$ cat config.mk
export PLATFORM = sky130hd
export DESIGN_NAME = alarm_upset_monitor
export DESIGN_NICKNAME = d
export VERILOG_FILES = /design/src/hw/alarm_pkg.sv /design/src/hw/alarm_cmp_if.sv /design/src/hw/osc_compare.sv /design/src/hw/alarm_upset_monitor.sv
export SDC_FILE = /design/constraint.sdc
export NUM_CORES = 1
export LEC_CHECK = 0
export BUFFER_PORTS_ARGS = -buffer_cell sky130_fd_sc_hd__buf_4
export CAP_MARGIN = 20
export CORE_AREA = 5 5 146 148
export DETAILED_ROUTE_END_ITERATION = 6
export DIE_AREA = 0 0 151 153
export HOLD_SLACK_MARGIN = 0.08
export PLACE_DENSITY_LB_ADDON = 0.15
export SLEW_MARGIN = 30
export SYNTH_ARGS = -nofsm -noshare
export SYNTH_HDL_FRONTEND = slang
export SYNTH_HIERARCHICAL = 1
export SYNTH_SLANG_ARGS = --single-unit
$ cat constraint.sdc
create_clock -name mclk_i -period 1.9 [get_ports mclk_i]
set_input_delay 0.38 -clock mclk_i [delete_from_list [all_inputs] [get_ports mclk_i]]
set_output_delay 0.38 -clock mclk_i [all_outputs]
set_load 0.1 [all_outputs]
$ cat src/hw/alarm_pkg.sv
package alarm_pkg;

   localparam int unsigned ADDR_W = 8;

   // Register byte offsets
   localparam logic [ADDR_W-1:0] OFS_STATUS    = 8'h00;
   localparam logic [ADDR_W-1:0] OFS_MASK      = 8'h04;
   localparam logic [ADDR_W-1:0] OFS_SUMMARY   = 8'h08;
   localparam logic [ADDR_W-1:0] OFS_PIN_CFG   = 8'h0c;
   localparam logic [ADDR_W-1:0] OFS_LINK_CTRL = 8'h10;
   localparam logic [ADDR_W-1:0] OFS_OSC_SYNC  = 8'h14;
   localparam logic [ADDR_W-1:0] OFS_IRQ_EN    = 8'h18;
   localparam logic [ADDR_W-1:0] OFS_IRQ_CLR   = 8'h1c;
   localparam logic [ADDR_W-1:0] OFS_IRQ_STAT  = 8'h20;

   // Alarm bit positions
   localparam int unsigned NUM_ALM     = 5;
   localparam int unsigned BIT_PLL     = 0;
   localparam int unsigned BIT_LINK    = 1;
   localparam int unsigned BIT_REALIGN = 2;
   localparam int unsigned BIT_OSC     = 3;
   localparam int unsigned BIT_CLOCK   = 4;

   // Reset values
   localparam logic [NUM_ALM-1:0] RST_MASK   = 5'h1f;
   localparam logic               RST_PINSEL = 1'b0;
   localparam logic               RST_LINKEN = 1'b0;
   localparam logic               RST_SYNSEL = 1'b0;
   localparam logic [NUM_ALM-1:0] RST_IRQEN  = 5'h00;

   localparam int unsigned ACC_W = 32;
   localparam int unsigned NUM_OSC = 4;

   // Oscillator synchronisation state
   typedef enum logic [1:0] {
      SYNC_WAIT = 2'b01,
      SYNC_DONE = 2'b10
   } sync_state_t;

endpackage

$ cat src/hw/alarm_cmp_if.sv
`timescale 1ns/1ps
interface alarm_cmp_if;
   import alarm_pkg::*;
   logic                           check_en;
   logic [NUM_OSC-1:0][ACC_W-1:0]  acc_a;
   logic [NUM_OSC-1:0][ACC_W-1:0]  acc_b;
   logic                           mismatch;
   modport cmp (input check_en, input acc_a, input acc_b, output mismatch);
   modport top (output check_en, output acc_a, output acc_b, input mismatch);
endinterface

$ cat src/hw/osc_compare.sv
`timescale 1ns/1ps
module osc_compare (
   input  wire logic     mclk_i,
   input  wire logic     rst_b_i,
   alarm_cmp_if.cmp      cmp
);
   import alarm_pkg::*;

   logic mismatch_ff;

   // Registered so a one-cycle glitch is still caught as a full pulse
   always_ff @(posedge mclk_i or negedge rst_b_i) begin
      if (!rst_b_i) begin
         mismatch_ff <= 1'b0;
      end else begin
         mismatch_ff <= cmp.check_en && (cmp.acc_a != cmp.acc_b);
      end
   end

   assign cmp.mismatch = mismatch_ff;
endmodule // osc_compare

$ cat src/hw/alarm_upset_monitor.sv
// Behaviour
// Five alarm events are watched: PLL unlock, link out of data state, SYSREF realign, oscillator upset, clock upset.
// Each event sets its own sticky status bit, cleared only by writing one to it.
// Unmasked status bits feed the summary alarm; masked ones do not.
// With pin select on alarm, the status pin goes high while any alarm is shown.
// Channel A and B oscillator accumulators are compared every cycle; one mismatch cycle sets the oscillator flag.
// Oscillator comparison only counts after synchronisation by SYSREF or lane alignment start, per the sync setting.
// Software must load matching phase and frequency words into both channels at each index.
// Channel B may select another oscillator via its select pins, halving hopping choices.
// Software follows the arm sequence: link off, power both, mode, words, link on, sync, clear, monitor.
// After word changes or power-down exit, software resyncs, clears and monitors again.
// Channel A and B half-rate clocks are compared; one differing half-rate cycle sets the clock flag.
// Software arms clock detection by link off, powering both channels, link on, then clear.
// After power-down exit the clock flag may be set and software clears it first.
// With link enable low the link block is held in reset, serializers off, clocks gated.
// Writing zero leaves a status bit alone, and a set in the clearing cycle wins.
`timescale 1ns/1ps
module alarm_upset_monitor (
   input  wire logic                                     mclk_i,
   input  wire logic                                     rst_b_i,
   input  wire logic                                     hsel_i,
   input  wire logic [31:0]                              haddr_i,
   input  wire logic [1:0]                               htrans_i,
   input  wire logic                                     hwrite_i,
   input  wire logic [2:0]                               hsize_i,
   input  wire logic [31:0]                              hwdata_i,
   input  wire logic                                     hready_i,
   output logic [31:0]                                   hrdata_o,
   output logic                                          hreadyout_o,
   output logic                                          hresp_o,
   input  wire logic                                     pll_locked_i,
   input  wire logic                                     link_in_data_i,
   input  wire logic                                     sysref_realign_i,
   input  wire logic                                     sysref_sync_i,
   input  wire logic                                     lane_align_start_i,
   input  wire logic [alarm_pkg::NUM_OSC-1:0][alarm_pkg::ACC_W-1:0] chan_a_acc_i,
   input  wire logic [alarm_pkg::NUM_OSC-1:0][alarm_pkg::ACC_W-1:0] chan_b_acc_i,
   input  wire logic                                     chan_a_half_clk_i,
   input  wire logic                                     chan_b_half_clk_i,
   input  wire logic                                     calib_status_i,
   output logic                                          cal_status_out_pin_o,
   output logic                                          summary_alarm_o,
   output logic                                          link_reset_b_o,
   output logic                                          serializer_pwr_o,
   output logic                                          link_clk_en_o,
   output logic                                          irq_o
);
   import alarm_pkg::*;

   alarm_cmp_if cmp_if ();

   logic                   wr_pend_ff;
   logic [ADDR_W-1:0]      addr_ff;
   logic [NUM_ALM-1:0]     alarm_status_bits_ff;
   logic [NUM_ALM-1:0]     mask_ff;
   logic [NUM_ALM-1:0]     irq_en_ff;
   logic [NUM_ALM-1:0]     irq_stat_ff;
   logic                   pin_sel_ff;
   logic                   link_interface_enable_ff;
   logic                   sync_src_ff;
   logic                   half_phase_ff;
   sync_state_t            sync_ff;
   logic [NUM_ALM-1:0]     event_set;
   logic [NUM_ALM-1:0]     wr_clear;
   logic [NUM_ALM-1:0]     irq_clear;
   logic                   clk_diff;
   logic                   sync_pulse;
   logic [31:0]            nxt_hrdata;
   logic                   take;

   function automatic logic is_write(input logic [ADDR_W-1:0] a, input logic [ADDR_W-1:0] ofs,
                                     input logic pend, input logic [ADDR_W-1:0] cur);
      return pend && (cur == a) && (a == ofs);
   endfunction

   // Address phase capture; zero wait states
   assign take = hsel_i && hready_i && htrans_i[1];

   always_ff @(posedge mclk_i or negedge rst_b_i) begin
      if (!rst_b_i) begin
         wr_pend_ff <= 1'b0;
         addr_ff    <= '0;
      end else if (hready_i) begin
         wr_pend_ff <= take && hwrite_i;
         addr_ff    <= haddr_i[ADDR_W-1:0];
      end
   end

   always_ff @(posedge mclk_i or negedge rst_b_i) begin
      if (!rst_b_i) begin
         hreadyout_o <= 1'b1;
         hresp_o     <= 1'b0;
      end else begin
         hreadyout_o <= 1'b1;
         hresp_o     <= 1'b0;
      end
   end

   // Control registers written in the data phase
   always_ff @(posedge mclk_i or negedge rst_b_i) begin
      if (!rst_b_i) begin
         mask_ff                  <= RST_MASK;
         pin_sel_ff               <= RST_PINSEL;
         link_interface_enable_ff <= RST_LINKEN;
         sync_src_ff              <= RST_SYNSEL;
         irq_en_ff                <= RST_IRQEN;
      end else if (wr_pend_ff) begin
         case (addr_ff)
            OFS_MASK:      mask_ff                  <= hwdata_i[NUM_ALM-1:0];
            OFS_PIN_CFG:   pin_sel_ff               <= hwdata_i[0];
            OFS_LINK_CTRL: link_interface_enable_ff <= hwdata_i[0];
            OFS_OSC_SYNC:  sync_src_ff              <= hwdata_i[0];
            OFS_IRQ_EN:    irq_en_ff                <= hwdata_i[NUM_ALM-1:0];
            default:       ;
         endcase
      end
   end

   // Link block control follows enable one cycle later
   always_ff @(posedge mclk_i or negedge rst_b_i) begin
      if (!rst_b_i) begin
         link_reset_b_o   <= 1'b0;
         serializer_pwr_o <= 1'b0;
         link_clk_en_o    <= 1'b0;
      end else begin
         link_reset_b_o   <= link_interface_enable_ff;
         serializer_pwr_o <= link_interface_enable_ff;
         link_clk_en_o    <= link_interface_enable_ff;
      end
   end

   // Sync qualifier: source 0 = SYSREF, 1 = lane alignment start
   assign sync_pulse = sync_src_ff ? lane_align_start_i : sysref_sync_i;

   always_ff @(posedge mclk_i or negedge rst_b_i) begin
      if (!rst_b_i) begin
         sync_ff <= SYNC_WAIT;
      end else begin
         case (sync_ff)
            SYNC_WAIT: if (sync_pulse) sync_ff <= SYNC_DONE;
            SYNC_DONE: if (!link_interface_enable_ff) sync_ff <= SYNC_WAIT;
            default:   sync_ff <= SYNC_WAIT;
         endcase
      end
   end

   assign cmp_if.check_en = (sync_ff == SYNC_DONE) && link_interface_enable_ff;
   assign cmp_if.acc_a    = chan_a_acc_i;
   assign cmp_if.acc_b    = chan_b_acc_i;

   osc_compare u_cmp (
      .mclk_i  (mclk_i),
      .rst_b_i (rst_b_i),
      .cmp     (cmp_if.cmp)
   );

   // Half-rate sampling of clock compare; inputs are sampled only on half-rate phases
   always_ff @(posedge mclk_i or negedge rst_b_i) begin
      if (!rst_b_i) begin
         half_phase_ff <= 1'b0;
      end else begin
         half_phase_ff <= !half_phase_ff;
      end
   end

   assign clk_diff = half_phase_ff && (chan_a_half_clk_i != chan_b_half_clk_i);

   always_comb begin
      event_set              = '0;
      event_set[BIT_PLL]     = !pll_locked_i && link_interface_enable_ff;
      event_set[BIT_LINK]    = !link_in_data_i && link_interface_enable_ff;
      event_set[BIT_REALIGN] = sysref_realign_i;
      event_set[BIT_OSC]     = cmp_if.mismatch;
      event_set[BIT_CLOCK]   = clk_diff;
   end

   assign wr_clear  = (wr_pend_ff && addr_ff == OFS_STATUS) ? hwdata_i[NUM_ALM-1:0] : '0;
   assign irq_clear = is_write(addr_ff, OFS_IRQ_CLR, wr_pend_ff, addr_ff) ?
                      hwdata_i[NUM_ALM-1:0] : '0;

   // Set beats clear in the same cycle
   always_ff @(posedge mclk_i or negedge rst_b_i) begin
      if (!rst_b_i) begin
         alarm_status_bits_ff <= '0;
      end else begin
         alarm_status_bits_ff <= (alarm_status_bits_ff & ~wr_clear) | event_set;
      end
   end

   always_ff @(posedge mclk_i or negedge rst_b_i) begin
      if (!rst_b_i) begin
         irq_stat_ff <= '0;
      end else begin
         irq_stat_ff <= (irq_stat_ff & ~irq_clear) | event_set;
      end
   end

   // Outputs one cycle behind the flags
   always_ff @(posedge mclk_i or negedge rst_b_i) begin
      if (!rst_b_i) begin
         summary_alarm_o      <= 1'b0;
         cal_status_out_pin_o <= 1'b0;
         irq_o                <= 1'b0;
      end else begin
         summary_alarm_o      <= |(alarm_status_bits_ff & ~mask_ff);
         cal_status_out_pin_o <= pin_sel_ff ? |(alarm_status_bits_ff & ~mask_ff)
                                            : calib_status_i;
         irq_o                <= |(irq_stat_ff & irq_en_ff);
      end
   end

   // Limitation: a read right behind a write to the same register returns the old value
   always_comb begin
      nxt_hrdata = '0;
      case (haddr_i[ADDR_W-1:0])
         OFS_STATUS:    nxt_hrdata[NUM_ALM-1:0] = alarm_status_bits_ff;
         OFS_MASK:      nxt_hrdata[NUM_ALM-1:0] = mask_ff;
         OFS_SUMMARY:   nxt_hrdata[0]           = |(alarm_status_bits_ff & ~mask_ff);
         OFS_PIN_CFG:   nxt_hrdata[0]           = pin_sel_ff;
         OFS_LINK_CTRL: nxt_hrdata[0]           = link_interface_enable_ff;
         OFS_OSC_SYNC:  nxt_hrdata[1:0]         = {sync_ff == SYNC_DONE, sync_src_ff};
         OFS_IRQ_EN:    nxt_hrdata[NUM_ALM-1:0] = irq_en_ff;
         OFS_IRQ_STAT:  nxt_hrdata[NUM_ALM-1:0] = irq_stat_ff;
         default:       nxt_hrdata              = '0;
      endcase
   end

   // Read data registered at the address-phase edge so it stands in the data phase
   always_ff @(posedge mclk_i or negedge rst_b_i) begin
      if (!rst_b_i) begin
         hrdata_o <= '0;
      end else if (take && !hwrite_i) begin
         hrdata_o <= nxt_hrdata;
      end
   end

endmodule // alarm_upset_monitor

==> results of run 1 <==
## power breakdown
group	switching [mW]	internal (mW)
Sequential	0.0581	1.03
Clock	0.375	0.622
Combinational	0.638	0.584
## registers in the layout, indices dropped and copies added, names as in the netlist, 2 cells and up
signal	count
addr_ff	8
sync_ff	2
alarm_status_bits_ff	5
mask_ff	5
irq_stat_ff	5
irq_en_ff	5
hrdata_o	5
## cells in the final DEF (no fill, tap or decap), types with 5 or more instances in the layout
cell	instances
buf_4	304
xor2_1	129
dfrtp_1	39
nor4_1	34
conb_1	29
mux2_2	22
nand2_1	12
inv_1	10
nand4_1	9
a21o_1	7
or2_2	6
a21oi_1	6
nor2_1	6
mux2i_1	6
dfstp_2	6
o21ai_0	5
clkbuf_16	5
## final timing paths
check,endpoint,depth (start not counted),slack (ns),from
setup / recovery,pin_sel_ff,4,0.14,addr_ff[1]
hold / removal,hrdata_o[4],1,0.09,rst_b_i
setup reg to reg,pin_sel_ff,4,0.14,addr_ff[1]
hold reg to reg,half_phase_ff,1,0.46,half_phase_ff
max in group asynchronous,addr_ff[1],1,1.40,rst_b_i
min in group mclk_i,irq_stat_ff[2],2,0.28,sysref_realign_i
## metal layers
metal / vias up / part of all wire (%)
li1: 1901 / -
met1: 1785 / 37
met2: 174 / 54
met3: 15 / 7.7
met4: 0 / 1.2
met5: - / 0
## through the flow
| step | utilization (%) | setup TNS [ns] | worst slack, ns | total power [mW] | instance area [um^2] |
|---|---|---|---|---|---|
| 2_1_floorplan | - | 0 | 0.117 | 1.75 | 3840 |
| 3_3_place_gp | 31.2 | -0.236 | -0.141 | 2.32 | 6210 |
| 3_5_place_dp | 31.2 | -0.336 | -0.197 | 2.34 | 6210 |
| 4_1_cts | 32.1 | 0 | 0.0448 | 3.35 | 6390 |
| 5_1_grt | 32.1 | 0 | 0.0176 | 3.48 | 6400 |
| 6_report | 32.1 | 0 | 0.138 | 3.31 | 6400 |
## repair_timing
item                                    CTS  global route
pin swaps                                 0             1
resized for setup                         2             1
endpoints found under the setup margin    1             3
endpoints found under the hold margin     0             0
## cells by family (layout without fill, tap and decap cells)
logic type	count (synthesis)	in the layout	synth area share [%]
mux	28	28	8.23
xor+xnor	129	129	30.2
other cells	2	29	0.201
flops	45	45	30.3
buf+inv	47	323	7.86
compound gates	38	38	7.23
simple gates	95	95	15.9
## layout make-up
| cell class | instances | area [um^2] | share of cell area, % |
|---|---|---|---|
| multi-input cells | 319 | 2420 | 37.9 |
| repair buffers | 305 | 2290 | 35.9 |
| flip-flops and latches | 45 | 1130 | 17.7 |
| well taps | 270 | 338 | 5.28 |
| clock buffers | 5 | 125 | 1.96 |
| clock inverters | 3 | 46.3 | 0.724 |
| inverters | 10 | 37.5 | 0.587 |
==> impl_metrics.toml, run 1 <==
[global_route]
grt_busiest_layer = "met2"
grt_pass1_vias = 4275
grt_util_met1_pct = 14.1
grt_start_max_net_pins = 46
grt_use_met2_pct = 23.1
met3_usage_pct = 3.14
overflow = 0
antenna_found_initial = 0
grt_use_total_pct = 12.4
grt_first_pass_wirelength_mm = 22.5

[routing]
drtIter0Drc = 95
drc = 0
vias = 3875
dr.pass1.iters = 4
routed_wl_mm = 15.2
wl_per_cell_um = 15.9
viasPerCell = 4.05
ant_nets = 0

[clocking]
post_cts_buffers = 0
cts_tree = "yes"
clkTransAtPathRegs_ns = 0.07
clkLatencyLatePin_ns = 0.29
htreeDepth = 2
root_buffer = "clkbuf_16"
cts_sinks = 45
cts.path.max_buffers = 2
numCtsBuffers = 5
postCtsHoldBufs = 0

[placed_design]
placed_cells = 949
place.gp.congestion = 0.778
hpwl_mm = 13.6
io_buffer_count = 293

[power_and_ir_drop]
vdd_drop_max_v = 0.000419
p_leak_nw = 3.13
power_density_nw_per_um2 = 518

[layout]
final_cells = 957
n_antenna_cell = 0
syn_to_final_growth_pct = 71.1
drive_gt1_share_pct = 51.4
nets = 1024
fillers = 2156

[critical_path]
cp-end-kind = "flip-flop"
crit_chain = "nor4b_2, nand3_1, or3b_2, mux2_2"
timing.critical_path.buf_inv = 0
cp_max_fo = 3
criticalPathCategory = "reg -> reg"
cp-start-kind = "flip-flop"
cp_top_family = "simple AND/OR/NAND/NOR gates"
cpPeakStageDelay_ns = 0.46
slowest_stage = "or3b_2"
worstPathArrival_ns = 1.94
required_ns = 2.07

[timing]
holdWs_ns = 0.0940
tightest_slew_ns = 0.582
period_share_pct = 92.7
max_slew_margin_pct = 61.2
rsz0062_at_grt = "no"
maxSlewViolCount = 0
setup_viol = 0
clock.fmax_mhz = 568
hold_viol = 0
clock_skew_ns = 0.00865
fin_crit_ns = 1.76

[floorplanning]
num_rows = 52
die_h_um = 153
core-area_um2 = 19900
die_w_um = 151
io_pins = 378
start_util_pct = 18.8
fp.dieArea_um2 = 23100

[logic_synthesis]
synth.distinct_cells = 46
synthArstFlopShare_pct = 100
synth-seq-area-share_pct = 30.3
yosysTopAreaCellShare_pct = 30.2
synth_area_leader_cell = "xor2_1"
netlist_area_um2 = 3740
yosys_warnings = 6
ys_seq_elements = 45
synthTopCellsByArea = "xor2_1, dfrtp_1, mux2_2"
synth-main-ff-cell = "dfrtp_1"
syn_area_per_cell_um2 = 9.74
syn_inst = 384
synth-edff-count = 0
synth_most_common_cell = "xor2_1"
synth_common_cells = "xor2_1, dfrtp_1, nor4_1"

[min_path]
hold_class = "in -> async"

[job]
max_cap_violations = 0

[status]
status = "finished, final reports clean"
Power figures use the tool's default switching activity.
==> run 2, diff against run 1 <==
==> constraint.sdc (replaced) <==
create_clock -name mclk_i -period 1.9 [get_ports mclk_i]
set_input_delay 0.095 -clock mclk_i [delete_from_list [all_inputs] [get_ports mclk_i]]
set_output_delay 0.095 -clock mclk_i [all_outputs]
set_load 0.1 [all_outputs]
==> impl_metrics.toml, run 2 (synthesis gave the netlist of run 1 again) <==
[status]
status = "finished, final reports clean"

[global_route]
grt_pass1_vias = 4495
grt_first_pass_wirelength_mm = 23.1
grt_start_max_net_pins = 46
grt_use_total_pct = 12.5
antenna_found_initial = 0
overflow = 0

[timing]
setup_tns_ns = 0
clock_skew_ns = 0.00331
clock.fmax_mhz = 546
setup_viol = 0
tightest_slew_ns = 0.612
maxSlewViolCount = 0
holdWs_ns = 0.0800
max_slew_margin_pct = 59.1
hold_viol = 0
rsz0062_at_grt = "no"
fin_crit_ns = 1.83
period_share_pct = 96.4

[layout]
top_register = "addr_ff"
drive_gt1_share_pct = 50.5
fin_util_pct = 32.3
largest_reg_flops = 8
n_antenna_cell = 0
fillers = 2148
final_cell_mix = "buf_4, xor2_1, dfrtp_1"
syn_to_final_growth_pct = 71.9
layout_commonest_cell = "buf_4"
nets = 1028

[critical_path]
required_ns = 2.07
slowest_stage = "or4_4"
cp_top_family = "simple AND/OR/NAND/NOR gates"
crit_chain = "or4_4, nor4_4, buf_6, a21oi_1, or2_2"
cp_max_fo = 5
cp-end-kind = "flip-flop"
cpPeakStageDelay_ns = 0.57
timing.critical_path.buf_inv = 1
cp-start-kind = "flip-flop"
worstPathArrival_ns = 2.00
criticalPathCategory = "reg -> reg"

[clocking]
clkTransAtPathRegs_ns = 0.06
root_buffer = "clkbuf_16"
cts_tree = "yes"
cts_sinks = 45
clkLatencyLatePin_ns = 0.28
numCtsBuffers = 5
cts.path.max_buffers = 2
htreeDepth = 2
post_cts_buffers = 0

[power_and_ir_drop]
power_density_nw_per_um2 = 493
p_leak_nw = 3.14
vdd_drop_max_v = 0.000401

[floorplanning]
fp.dieArea_um2 = 23100
io_pins = 378
core-area_um2 = 19900
die_h_um = 153
start_util_pct = 18.8
die_w_um = 151
num_rows = 52

[job]
max_cap_violations = 0

[placed_design]
io_buffer_count = 293
place.gp.congestion = 0.785
hpwl_mm = 13.6

[routing]
routed_wl_mm = 15.2
viasPerCell = 4.01
wl_per_cell_um = 15.8
drc = 0
ant_nets = 0
vias = 3851
drtIter0Drc = 151
dr.pass1.iters = 4

[min_path]
hold_class = "in -> reg"
## run 2: area by class of cell
type	count	area (um^2)	area share (%)
multi-input combinational	319	2430	37.8
inverter	10	37.5	0.584
clock inverter	3	17.5	0.273
sequential	45	1130	17.6
timing repair buffer	309	2350	36.5
clock buffer	5	125	1.95
tap	270	338	5.26
## run 2: power by group
part,internal [mW],switching (mW),total (mW),leakage (nW)
clock network,0.482,0.360,0.842,0.0696
registers,1.03,0.0580,1.09,0.533
logic,0.592,0.640,1.23,2.53
total,2.11,1.06,3.17,3.14
## run 2: worst paths after layout
| path | from | to | slack (ns) | depth (start not counted) |
|---|---|---|---|---|
| worst max-delay path | addr_ff[0] | alarm_status_bits_ff[3] | 0.07 | 5 |
| worst min-delay path | hsel_i | wr_pend_ff | 0.08 | 3 |
| worst max register to register | addr_ff[0] | alarm_status_bits_ff[3] | 0.07 | 5 |
| worst min register to register | half_phase_ff | half_phase_ff | 0.45 | 1 |
| max in group asynchronous | rst_b_i | cal_status_out_pin_o | 1.11 | 2 |
| min in group asynchronous | rst_b_i | irq_o | 0.36 | 2 |
## run 2: worst reg2reg max path: stages, from the launching register on
cell and delay (ns):
dfrtp_1 0.40, or4_4 0.57, nor4_4 0.24, buf_6 0.17
a21oi_1 0.08, or2_2 0.27
## run 2: what timing repair did
item,in CTS,in global routing
gates resized for setup,0,6
hold endpoints to repair,49,0
endpoints found under the setup margin,0,8
hold buffers,9,0
## run 2: stage by stage
step	instance area (um^2)	total power [mW]	setup slack [ns]	instances
2_1_floorplan	3840	1.75	0.163	411
3_3_place_gp	6170	2.32	0.0399	944
3_5_place_dp	6170	2.33	0.0180	944
4_1_cts	6410	3.19	0.0115	961
5_1_grt	6420	3.33	0.0131	961
6_report	6420	3.17	0.0688	961
## run 2: layer usage
layer / vias to the layer above / part of all wire (%) / GRT usage [%] / routed length [um]
met5: - / 0 / 0 / 0
met4: 0 / 0.95 / 1.73 / 144
met3: 10 / 7.6 / 3.17 / 1160
met2: 166 / 55 / 24.1 / 8290
met1: 1761 / 37 / 14.0 / 5600
li1: 1914 / - / - / -
